File: src/hdl/e3_ovh_pkg.sv
// constants for the e3 transmit overhead insertion port
// assumes a 250 MHz core clock and one e3 bit strobe from the framer core
package e3_ovh_pkg;

  localparam int          OVH_BITS      = 12;
  localparam int          OVH_IDX_W     = 4;
  localparam logic [3:0]  IDX_FAS_MSB   = 4'h0;
  localparam logic [3:0]  IDX_ALARM     = 4'hA;
  localparam logic [3:0]  IDX_NATIONAL  = 4'hB;
  localparam logic [3:0]  IDX_LAST      = 4'hB;
  // insertable positions: fas 9..0, alarm, national
  localparam logic [11:0] OVH_ACCEPT    = 12'hFFF;
  localparam logic [11:0] OVH_RESET     = 12'h000;
  // overhead clock high and low phase lengths in core clocks, minus one
  localparam logic [1:0]  CLK_HALF      = 2'h1;

  typedef enum logic [2:0] {
    ST_IDLE = 3'b001,
    ST_HIGH = 3'b010,
    ST_LOW  = 3'b100
  } ovh_clk_state_t;

endpackage : e3_ovh_pkg

File: src/hdl/e3_ovh_sync.sv
// two-stage synchroniser for terminal-driven pins
// assumes inputs are asynchronous to CLK
`timescale 1ns/1ps
`default_nettype none
module e3_ovh_sync (
  // clock and reset
  input  wire logic CLK,
  input  wire logic RESETN,
  // data
  input  wire logic din,
  output var  logic dout
);

  logic meta;

  always_ff @(posedge CLK or negedge RESETN) begin
    if (!RESETN) begin
      meta <= 1'b0;
      dout <= 1'b0;
    end else begin
      meta <= din;
      dout <= meta;
    end
  end

endmodule : e3_ovh_sync
`default_nettype wire

File: src/hdl/e3_tx_overhead_insert_port.sv
// e3 transmit overhead insertion port, overhead clock method
// assumes framer core gives a bit strobe, overhead flag, index and last-bit flag
//
// Overview of operation
// with insert enable high, data is captured at overhead clock falling edge
// with insert enable low, the data pin is ignored
// captured values go into their position in the next outbound frame
// overhead clock rises one bit period before each overhead bit
// overhead clock pulses for every overhead bit, insertable or not
// frame marker is high while the last frame bit is processed
// terminal samples the frame marker on overhead clock rising edges
// terminal counts rising edges since marker seen high
// counts 0..9 map to alignment bits 9 down to 0, all accepted
// count 10 is alarm bit, count 11 national bit, both accepted
// terminal raises insert enable and data together at wanted count
// terminal holds enable and data until next overhead clock rise
// insertion on a non-acceptable position is discarded
// positions with no accepted insertion send internal values
`timescale 1ns/1ps
`default_nettype none
module e3_tx_overhead_insert_port
  import e3_ovh_pkg::*;
(
  // clock and reset
  input  wire logic        CLK,
  input  wire logic        RESETN,
  // framer core side
  input  wire logic        BIT_STROBE,
  input  wire logic        NEXT_IS_OVH,
  input  wire logic [3:0]  NEXT_OVH_IDX,
  input  wire logic        LAST_BIT,
  input  wire logic        OVH_NOW,
  input  wire logic [3:0]  OVH_NOW_IDX,
  input  wire logic        INTERNAL_BIT,
  // terminal side
  input  wire logic        OVERHEAD_BIT_IN,
  input  wire logic        OVERHEAD_INSERT_ENABLE,
  output var  logic        OVERHEAD_CLOCK_OUT,
  output var  logic        OVERHEAD_FRAME_MARKER,
  // outbound overhead bit to framer core
  output var  logic        OVH_BIT_OUT
);

  ovh_clk_state_t        state;
  logic [1:0]            phase;
  logic                  ins_s;
  logic                  dat_s;
  logic [3:0]            clk_idx;
  logic [OVH_BITS-1:0]   pend_val;
  logic [OVH_BITS-1:0]   pend_vld;
  logic [OVH_BITS-1:0]   cur_val;
  logic [OVH_BITS-1:0]   cur_vld;
  logic                  fall;

  // ****************************************************************
  // pin synchronisers
  // ****************************************************************
  e3_ovh_sync u_sync_ins (
    .CLK    (CLK),
    .RESETN (RESETN),
    .din    (OVERHEAD_INSERT_ENABLE),
    .dout   (ins_s)
  );

  e3_ovh_sync u_sync_dat (
    .CLK    (CLK),
    .RESETN (RESETN),
    .din    (OVERHEAD_BIT_IN),
    .dout   (dat_s)
  );

  // ****************************************************************
  // overhead clock generator
  // ****************************************************************
  // a short high-low pulse is launched on the bit ahead of each overhead bit,
  // so the rise leads that bit by one bit period
  always_ff @(posedge CLK or negedge RESETN) begin
    if (!RESETN) begin
      state              <= ST_IDLE;
      phase              <= 2'h0;
      clk_idx            <= 4'h0;
      OVERHEAD_CLOCK_OUT <= 1'b0;
    end else begin
      case (state)
        ST_IDLE: begin
          if (BIT_STROBE && NEXT_IS_OVH) begin
            state              <= ST_HIGH;
            clk_idx            <= NEXT_OVH_IDX;
            phase              <= CLK_HALF;
            OVERHEAD_CLOCK_OUT <= 1'b1;
          end
        end
        ST_HIGH: begin
          if (phase == 2'h0) begin
            state              <= ST_LOW;
            phase              <= CLK_HALF;
            OVERHEAD_CLOCK_OUT <= 1'b0;
          end else begin
            phase <= phase - 2'h1;
          end
        end
        ST_LOW: begin
          if (phase == 2'h0) begin
            state <= ST_IDLE;
          end else begin
            phase <= phase - 2'h1;
          end
        end
        default: begin
          state              <= ST_IDLE;
          OVERHEAD_CLOCK_OUT <= 1'b0;
        end
      endcase
    end
  end

  // sample point sits in the low phase, giving the synchronisers time
  // to settle after the terminal's change at the rising edge
  assign fall = (state == ST_LOW) && (phase == 2'h0);

  // ****************************************************************
  // frame marker
  // ****************************************************************
  always_ff @(posedge CLK or negedge RESETN) begin
    if (!RESETN) begin
      OVERHEAD_FRAME_MARKER <= 1'b0;
    end else if (BIT_STROBE) begin
      OVERHEAD_FRAME_MARKER <= LAST_BIT;
    end
  end

  // ****************************************************************
  // capture into pending frame buffer
  // ****************************************************************
  generate
    for (genvar i = 0; i < OVH_BITS; i++) begin : g_cap
      always_ff @(posedge CLK or negedge RESETN) begin
        if (!RESETN) begin
          pend_val[i] <= OVH_RESET[i];
          pend_vld[i] <= OVH_RESET[i];
          cur_val[i]  <= OVH_RESET[i];
          cur_vld[i]  <= OVH_RESET[i];
        end else begin
          // at frame end the pending set becomes the live set
          if (BIT_STROBE && LAST_BIT) begin
            cur_val[i]  <= pend_val[i];
            cur_vld[i]  <= pend_vld[i];
            pend_vld[i] <= 1'b0;
          end
          // index order fas9..fas0, alarm, national
          if (fall && ins_s && clk_idx == 4'(i) && OVH_ACCEPT[i]) begin
            pend_val[i] <= dat_s;
            pend_vld[i] <= 1'b1;
          end
        end
      end
    end
  endgenerate

  // ****************************************************************
  // outbound overhead bit
  // ****************************************************************
  always_ff @(posedge CLK or negedge RESETN) begin
    if (!RESETN) begin
      OVH_BIT_OUT <= 1'b0;
    end else if (OVH_NOW && OVH_NOW_IDX <= IDX_LAST) begin
      OVH_BIT_OUT <= cur_vld[OVH_NOW_IDX] ? cur_val[OVH_NOW_IDX]
                                          : INTERNAL_BIT;
    end else begin
      OVH_BIT_OUT <= INTERNAL_BIT;
    end
  end

endmodule : e3_tx_overhead_insert_port
`default_nettype wire

File: config.mk
export PLATFORM = sky130hd
export DESIGN_NAME = e3_tx_overhead_insert_port
export DESIGN_NICKNAME = d
export VERILOG_FILES = /design/src/hdl/e3_ovh_pkg.sv /design/src/hdl/e3_ovh_sync.sv /design/src/hdl/e3_tx_overhead_insert_port.sv
export SDC_FILE = /design/constraint.sdc
export NUM_CORES = 1
export LEC_CHECK = 0
export BUFFER_PORTS_ARGS = -buffer_cell sky130_fd_sc_hd__buf_2
export CORE_AREA = 2 2 70 72
export CTS_BUF_LIST = sky130_fd_sc_hd__clkbuf_8
export DETAILED_ROUTE_END_ITERATION = 8
export DIE_AREA = 0 0 72 74
export PLACE_DENSITY = 0.83
export SETUP_SLACK_MARGIN = 0.5
export SLEW_MARGIN = 30
export SYNTH_ARGS = -nofsm -noshare
export SYNTH_HDL_FRONTEND = slang
export SYNTH_SLANG_ARGS = --single-unit
export TNS_END_PERCENT = 10
File: constraint.sdc
create_clock -name CLK -period 2.2 [get_ports CLK]
set_input_delay 0.22 -clock CLK [delete_from_list [all_inputs] [get_ports CLK]]
set_output_delay 0.22 -clock CLK [all_outputs]
set_load 0.005 [all_outputs]
# Word-level counts from Yosys, hierarchy flattened
# Index checks and enable logic that the tools add are counted.
[op_classes]
n_addsub = 1
magnitude_cmp = 2
n_eq_ne = 18
n_mux = 30
bitwise_logic = 1
n_reduce_logical = 36
[op_table]
columns = ["operator", "count"]
rows = [
  ["$reduce_bool 2->1", 12],
  ["$mux 1", 19],
  ["$logic_and 1x1->1", 17],
  ["$eq 4x3->1 const B", 4],
  ["$eq 4x4->1 const B", 4],
  ["$mux 3", 3],
  ["$pmux 3 s3", 1],
  ["$reduce_and 3->1", 3],
  ["$bmux 1 s4", 2],
  ["$eq 4x2->1 const B", 2],
  ["$ne 2x2->1 const B", 4],
  ["$mux 2", 3],
  ["$pmux 2 s3", 1],
  ["$lt 4x5->1 const B", 1],
  ["$eq 4x1->1 const B", 1],
  ["$le 4x4->1 const B", 1],
  ["$logic_not 4->1", 1],
  ["$eq 3x1->1 const B", 1],
  ["$eq 3x2->1 const B", 1],
  ["$eq 3x3->1 const B", 1],
  ["$pmux 1 s3", 1],
  ["$reduce_bool 3->1", 1],
  ["$logic_not 2->1", 1],
  ["$reduce_and 2->1", 1],
  ["other kinds (2)", 2],
]
[totals]
reg_bits = 64
inputBits = 17
output_inout_bits = 3
word_cells = 146

# Longest topological paths before layout
[logic_depth]
word_depth = 5
ltp_mapped = 6
mapped_depth_nobuf = 6

# Modules after synthesis
# A second synthesis with hierarchy kept.
[hier_totals]
cells_unflattened = 213
area_unflattened_um2 = 2755.1
[modules_own_cells]
columns = ["mod", "instances", "cells_per_inst", "area_per_inst_um2", "seq_area_each_um2"]
rows = [
  ["e3_tx_overhead_insert_port", 1, 209, 2655.0, 1502.7],
  ["e3_ovh_sync", 2, 2, 50.0, 50.0],
]

# Worst setup path before layout
# OpenSTA, ideal clock, no wires.
[synth_timing]
path_type = "register to register"
startpoint = "register phase[0]"
endpoint = "register pend_val[11]"
setup_time_ns = 0.128
arrival_time_ns = 1.780
required_time_ns = 2.072
setup_slack_ns = 0.292
stages_incl_launch_ff = 7
path_buffers = 0
synth_period_minus_slack_ns = 1.908
path_cell_list = "dfrtp_1 inv_1 ha_1 nand4b_4 or4_4 nor3b_2 mux2_1"
[synth_between]
elab_chain_len = 4
[synth_lines]
columns = ["element", "line_no", "text"]
rows = [
  ["from (decl)", "e3_tx_overhead_insert_port.sv:45", "logic [1:0] phase;"],
  ["from (signal assigned)", "e3_tx_overhead_insert_port.sv:99", "phase <= phase - 2'h1;"],
  ["from (signal assigned)", "e3_tx_overhead_insert_port.sv:106", "phase <= phase - 2'h1;"],
  ["$logic_not 2->1", "e3_tx_overhead_insert_port.sv:119", "assign fall = (state == ST_LOW) && (phase == 2'h0);"],
  ["$logic_and 1x1->1", "e3_tx_overhead_insert_port.sv:119", ""],
  ["$logic_and 1x1->1 (2 in series)", "e3_tx_overhead_insert_port.sv:151", "if (fall && ins_s && clk_idx == 4'(i) && OVH_ACCEPT[i]) begin"],
  ["to (signal, indexed assignment)", "e3_tx_overhead_insert_port.sv:139", "pend_val[i] <= OVH_RESET[i];"],
  ["to (signal, indexed assignment)", "e3_tx_overhead_insert_port.sv:152", "pend_val[i] <= dat_s;"],
  ["to (decl)", "e3_tx_overhead_insert_port.sv:49", "logic [OVH_BITS-1:0] pend_val;"],
]
# Every way passes these cells.
# A chain may end at the register's enable or synchronous reset.

# Worst setup path after layout
[layout_timing]
startpoint = "register phase[1]"
endpoint = "register pend_val[11]"
# The elaborated chain is that of the path after synthesis.

==> results.md <==
* Outcome: finished, final reports clean
* Vias per std cell at 5.75
* Layout cell share with drive strength beyond 1 at 0.401
* H-tree levels at 3
* Vias in the first global route at 1727
* WL/cell at 16.1 um
* Tot Pwr at 2.82 mW
* Sw Pwr at 0.779 mW
* Diodes inserted at 0
* CP Depth at 6
* Design area at 0.00323 mm^2
* Critical Path End Type: flop
* Reg2reg setup slack at 0.32 ns
* Tcrit/Tclk final at 0.854
* Minimum hold slack at 0.112 ns
* Seq/Total Area, Yosys at 0.582
* Clock Root Buffer: clkbuf_8
* Max-Cap Viols at 0
* First-pass GRT wire length at 8280 um
* Final Hold Fails at 0
* Slack of the critical path at 0.322 ns
* DIE WIDTH at 72 um
* Worst Path Arrival at 2.10 ns
* Setup violators final at 0
* P_leak at 1.66 nW
* Pre-CTS setup slack at 0.262 ns
* Clock share of power at 0.353
* PortBufs at 19
* Dpl cells at 280
* Delay-heaviest family, CP: simple AND/OR/NAND/NOR gates
* Worst path max stage delay at 0.48 ns
* Layout area overhead at 17.3%
* R2R cell count at 6
* Final net count at 266
* Worst slew pin tran at 0.433 ns
* Crit path max-delay cell type: or4_4
* Cells after Synth at 213
* Crit path from: phase[1]
* Vias at 1758
* Max-slew violation count at 0
* Chip height at 74 um
* Initial antenna violation count at 0
* Post-layout util at 0.703
* Clk sinks at 64
* CTS tree: built
* Area after detailed placement at 0.00292 mm^2
* Reg2reg start: phase[1]
* Buf/Inv on CP at 1
* Routed Antenna Nets at 0
* Die footprint at 0.00533 mm^2
* Setup crit start kind: flop
* TritonCTS buffer count at 9
* Cell Area, Synth at 0.00276 mm^2
* Net Sw Frac at 0.276
* Ys Warns at 0
* GR Overflow Total at 0
* Syn_nets at 232
* Post-layout minimum cycle time at 1.88 ns
* CP Class: flop to flop
* Critical Path RT at 2.42 ns
* Worst setup path endpoint: pend_val[11]
* Maximum VDD drop at 0.608 mV
* DR iter-0 viols at 118
* Final wirelength at 4930 um
* Setup TNS at 0 ns
* Synth Register Bits at 64
* Pwr/cell area at 874 mW/mm^2
* Worst slew margin at 0.711
* CTS max path bufs at 2
* Pre-antenna DRT Iters at 4
* Core Area at 0.00460 mm^2
* Worst-skew pair later-pin latency at 0.34 ns
* Largest net degree at the start of global routing at 65
* HPWL after DPL at 3150 um
* Syn_area_per_cell at 12.9 um^2
* Top Ports at 20
* # rows at 25
* GRT Util Overall at 0.213
* Fillers at 326
* Initial Utilization at 0.599
* Min-Delay Path Class: primary input to flop
* Internal power at 2.04 mW
* Comb pwr share at 0.150
* GP Congestion at 0.847
* Clk_skew at 0.00511 ns
* Clk slew on worst S/H paths at 0.06 ns
* Unrepaired setup endpoints after global routing: true
* Remaining DRCs at 0
* CP Cell Sequence: inv_2, ha_4, nand4b_4, or4_4, nor3b_4, mux2_4
* Sequential Power Share at 0.497
* Reg-to-Reg End: pend_val[11]
* Yosys cell types at 31
* Finished Layout Cells at 306
* Worst-path fanout max at 3
* Max Freq at 532 MHz
## worst min-delay path by stage
stage,slack [ns],depth (start not counted),from,endpoint
3_5_place_dp,0.26,2,RESETN,state[1]
3_3_place_gp,0.25,2,RESETN,state[1]
4_1_cts,0.10,2,NEXT_OVH_IDX[2],clk_idx[2]
2_1_floorplan,-0.08,0,RESETN,OVERHEAD_CLOCK_OUT
6_report,0.11,2,NEXT_OVH_IDX[2],clk_idx[2]
5_1_grt,0.11,2,NEXT_OVH_IDX[3],clk_idx[3]
## power by group through the flow
stage / clock, mW / combinational (mW) / sequential [mW]
floorplan: 0 / 0.310 / 1.35
global placement: 0 / 0.347 / 1.41
detailed placement: 0 / 0.357 / 1.41
CTS: 1.01 / 0.399 / 1.39
global route: 1.06 / 0.470 / 1.42
finish: 0.995 / 0.424 / 1.40
## worst reg2reg max path, delay by kind of cell, from the launching register on
kind	cells	cell delay (ns)
simple gates	3	0.82
flops	1	0.40
mux	1	0.32
fa+ha+maj	1	0.14
buf+inv	1	0.07
## cell usage in the layout (no fill, tap or decap), types with 2 or more instances in the layout
cell type       n
buf_2          19
mux2_2         42
mux2i_1         2
a21oi_1         3
mux4_2          5
nor2_1          9
o21ai_0         7
clkinv_2        2
inv_2           2
nor2b_1         6
nand2b_1        2
inv_1           6
nand2_1        34
dfrtp_1        63
nand3_1         2
dlygate4sd3_1   3
nor3b_1         2
nor4_2          2
clkbuf_8       11
a21o_1          3
buf_4           9
## repair_timing
item                       4_1_cts  5_1_grt
setup buffers                    5        2
pin swaps                        3        2
gates resized for setup          3        2
setup endpoints to repair       12       20
hold buffers                     3        0
hold endpoints to repair        65        0
## synthesized netlist by cell type
| master | instances | share of area |
|---|---|---|
| and3_1 | 1 | 0.0023 |
| o21ai_1 | 1 | 0.0018 |
| buf_6 | 1 | 0.0041 |
| a21o_1 | 3 | 0.0082 |
| nor2_1 | 9 | 0.012 |
| mux2_1 | 2 | 0.0082 |
| dfrtp_1 | 63 | 0.57 |
| nand3_1 | 2 | 0.0036 |
| nand2b_1 | 2 | 0.0045 |
| nor3_2 | 1 | 0.0036 |
| nand4b_4 | 1 | 0.0086 |
| a21oi_1 | 3 | 0.0054 |
| nor3b_2 | 1 | 0.0045 |
| nor4_1 | 3 | 0.0068 |
| ha_1 | 2 | 0.0091 |
| nor3b_1 | 2 | 0.0054 |
| mux4_2 | 5 | 0.041 |
| buf_2 | 3 | 0.0054 |
| mux2_2 | 42 | 0.17 |
| nand2_1 | 34 | 0.046 |
| nand4b_1 | 1 | 0.0032 |
| mux2i_1 | 2 | 0.0073 |
| dfstp_2 | 1 | 0.0095 |
| nor2b_1 | 6 | 0.014 |
| o21ai_0 | 7 | 0.013 |
| o311ai_0 | 1 | 0.0032 |
| clkbuf_1 | 5 | 0.0068 |
| inv_1 | 6 | 0.0082 |
| o221ai_1 | 1 | 0.0032 |
| a2bb2oi_1 | 1 | 0.0032 |
| or4_4 | 1 | 0.0041 |
## routing by layer
layer | global-route usage | up-vias | part of all wire
li1 | - | 817 | -
met1 | 0.283 | 884 | 0.45
met2 | 0.330 | 44 | 0.48
met3 | 0.0542 | 13 | 0.042
met4 | 0.111 | 0 | 0.024
met5 | 0 | - | 0
## registers in the layout (all words and copies together) (netlist names), 2 cells and up
| signal | cells |
|---|---|
| state | 3 |
| pend_vld | 12 |
| phase | 2 |
| cur_val | 12 |
| pend_val | 12 |
| clk_idx | 4 |
| cur_vld | 12 |
## layout make-up
| type | instances | area [um^2] | share of cell area |
|---|---|---|---|
| clock buffer | 11 | 151 | 0.0469 |
| multi-input combinational | 134 | 1130 | 0.349 |
| clock inverter | 5 | 47.5 | 0.0147 |
| timing repair buffer | 32 | 213 | 0.0658 |
| sequential | 64 | 1600 | 0.496 |
| tap | 54 | 67.6 | 0.0209 |
| inverter | 6 | 22.5 | 0.00697 |
## kinds of logic after synthesis
group | synth area share
DFF | 0.582
buffers and inverters | 0.0245
muxes | 0.228
and+or+nand+nor | 0.119
AOI/OAI and AO/OA | 0.0377
adders and majority gates | 0.00908
Note: power is estimated with default switching activity, not from simulation.
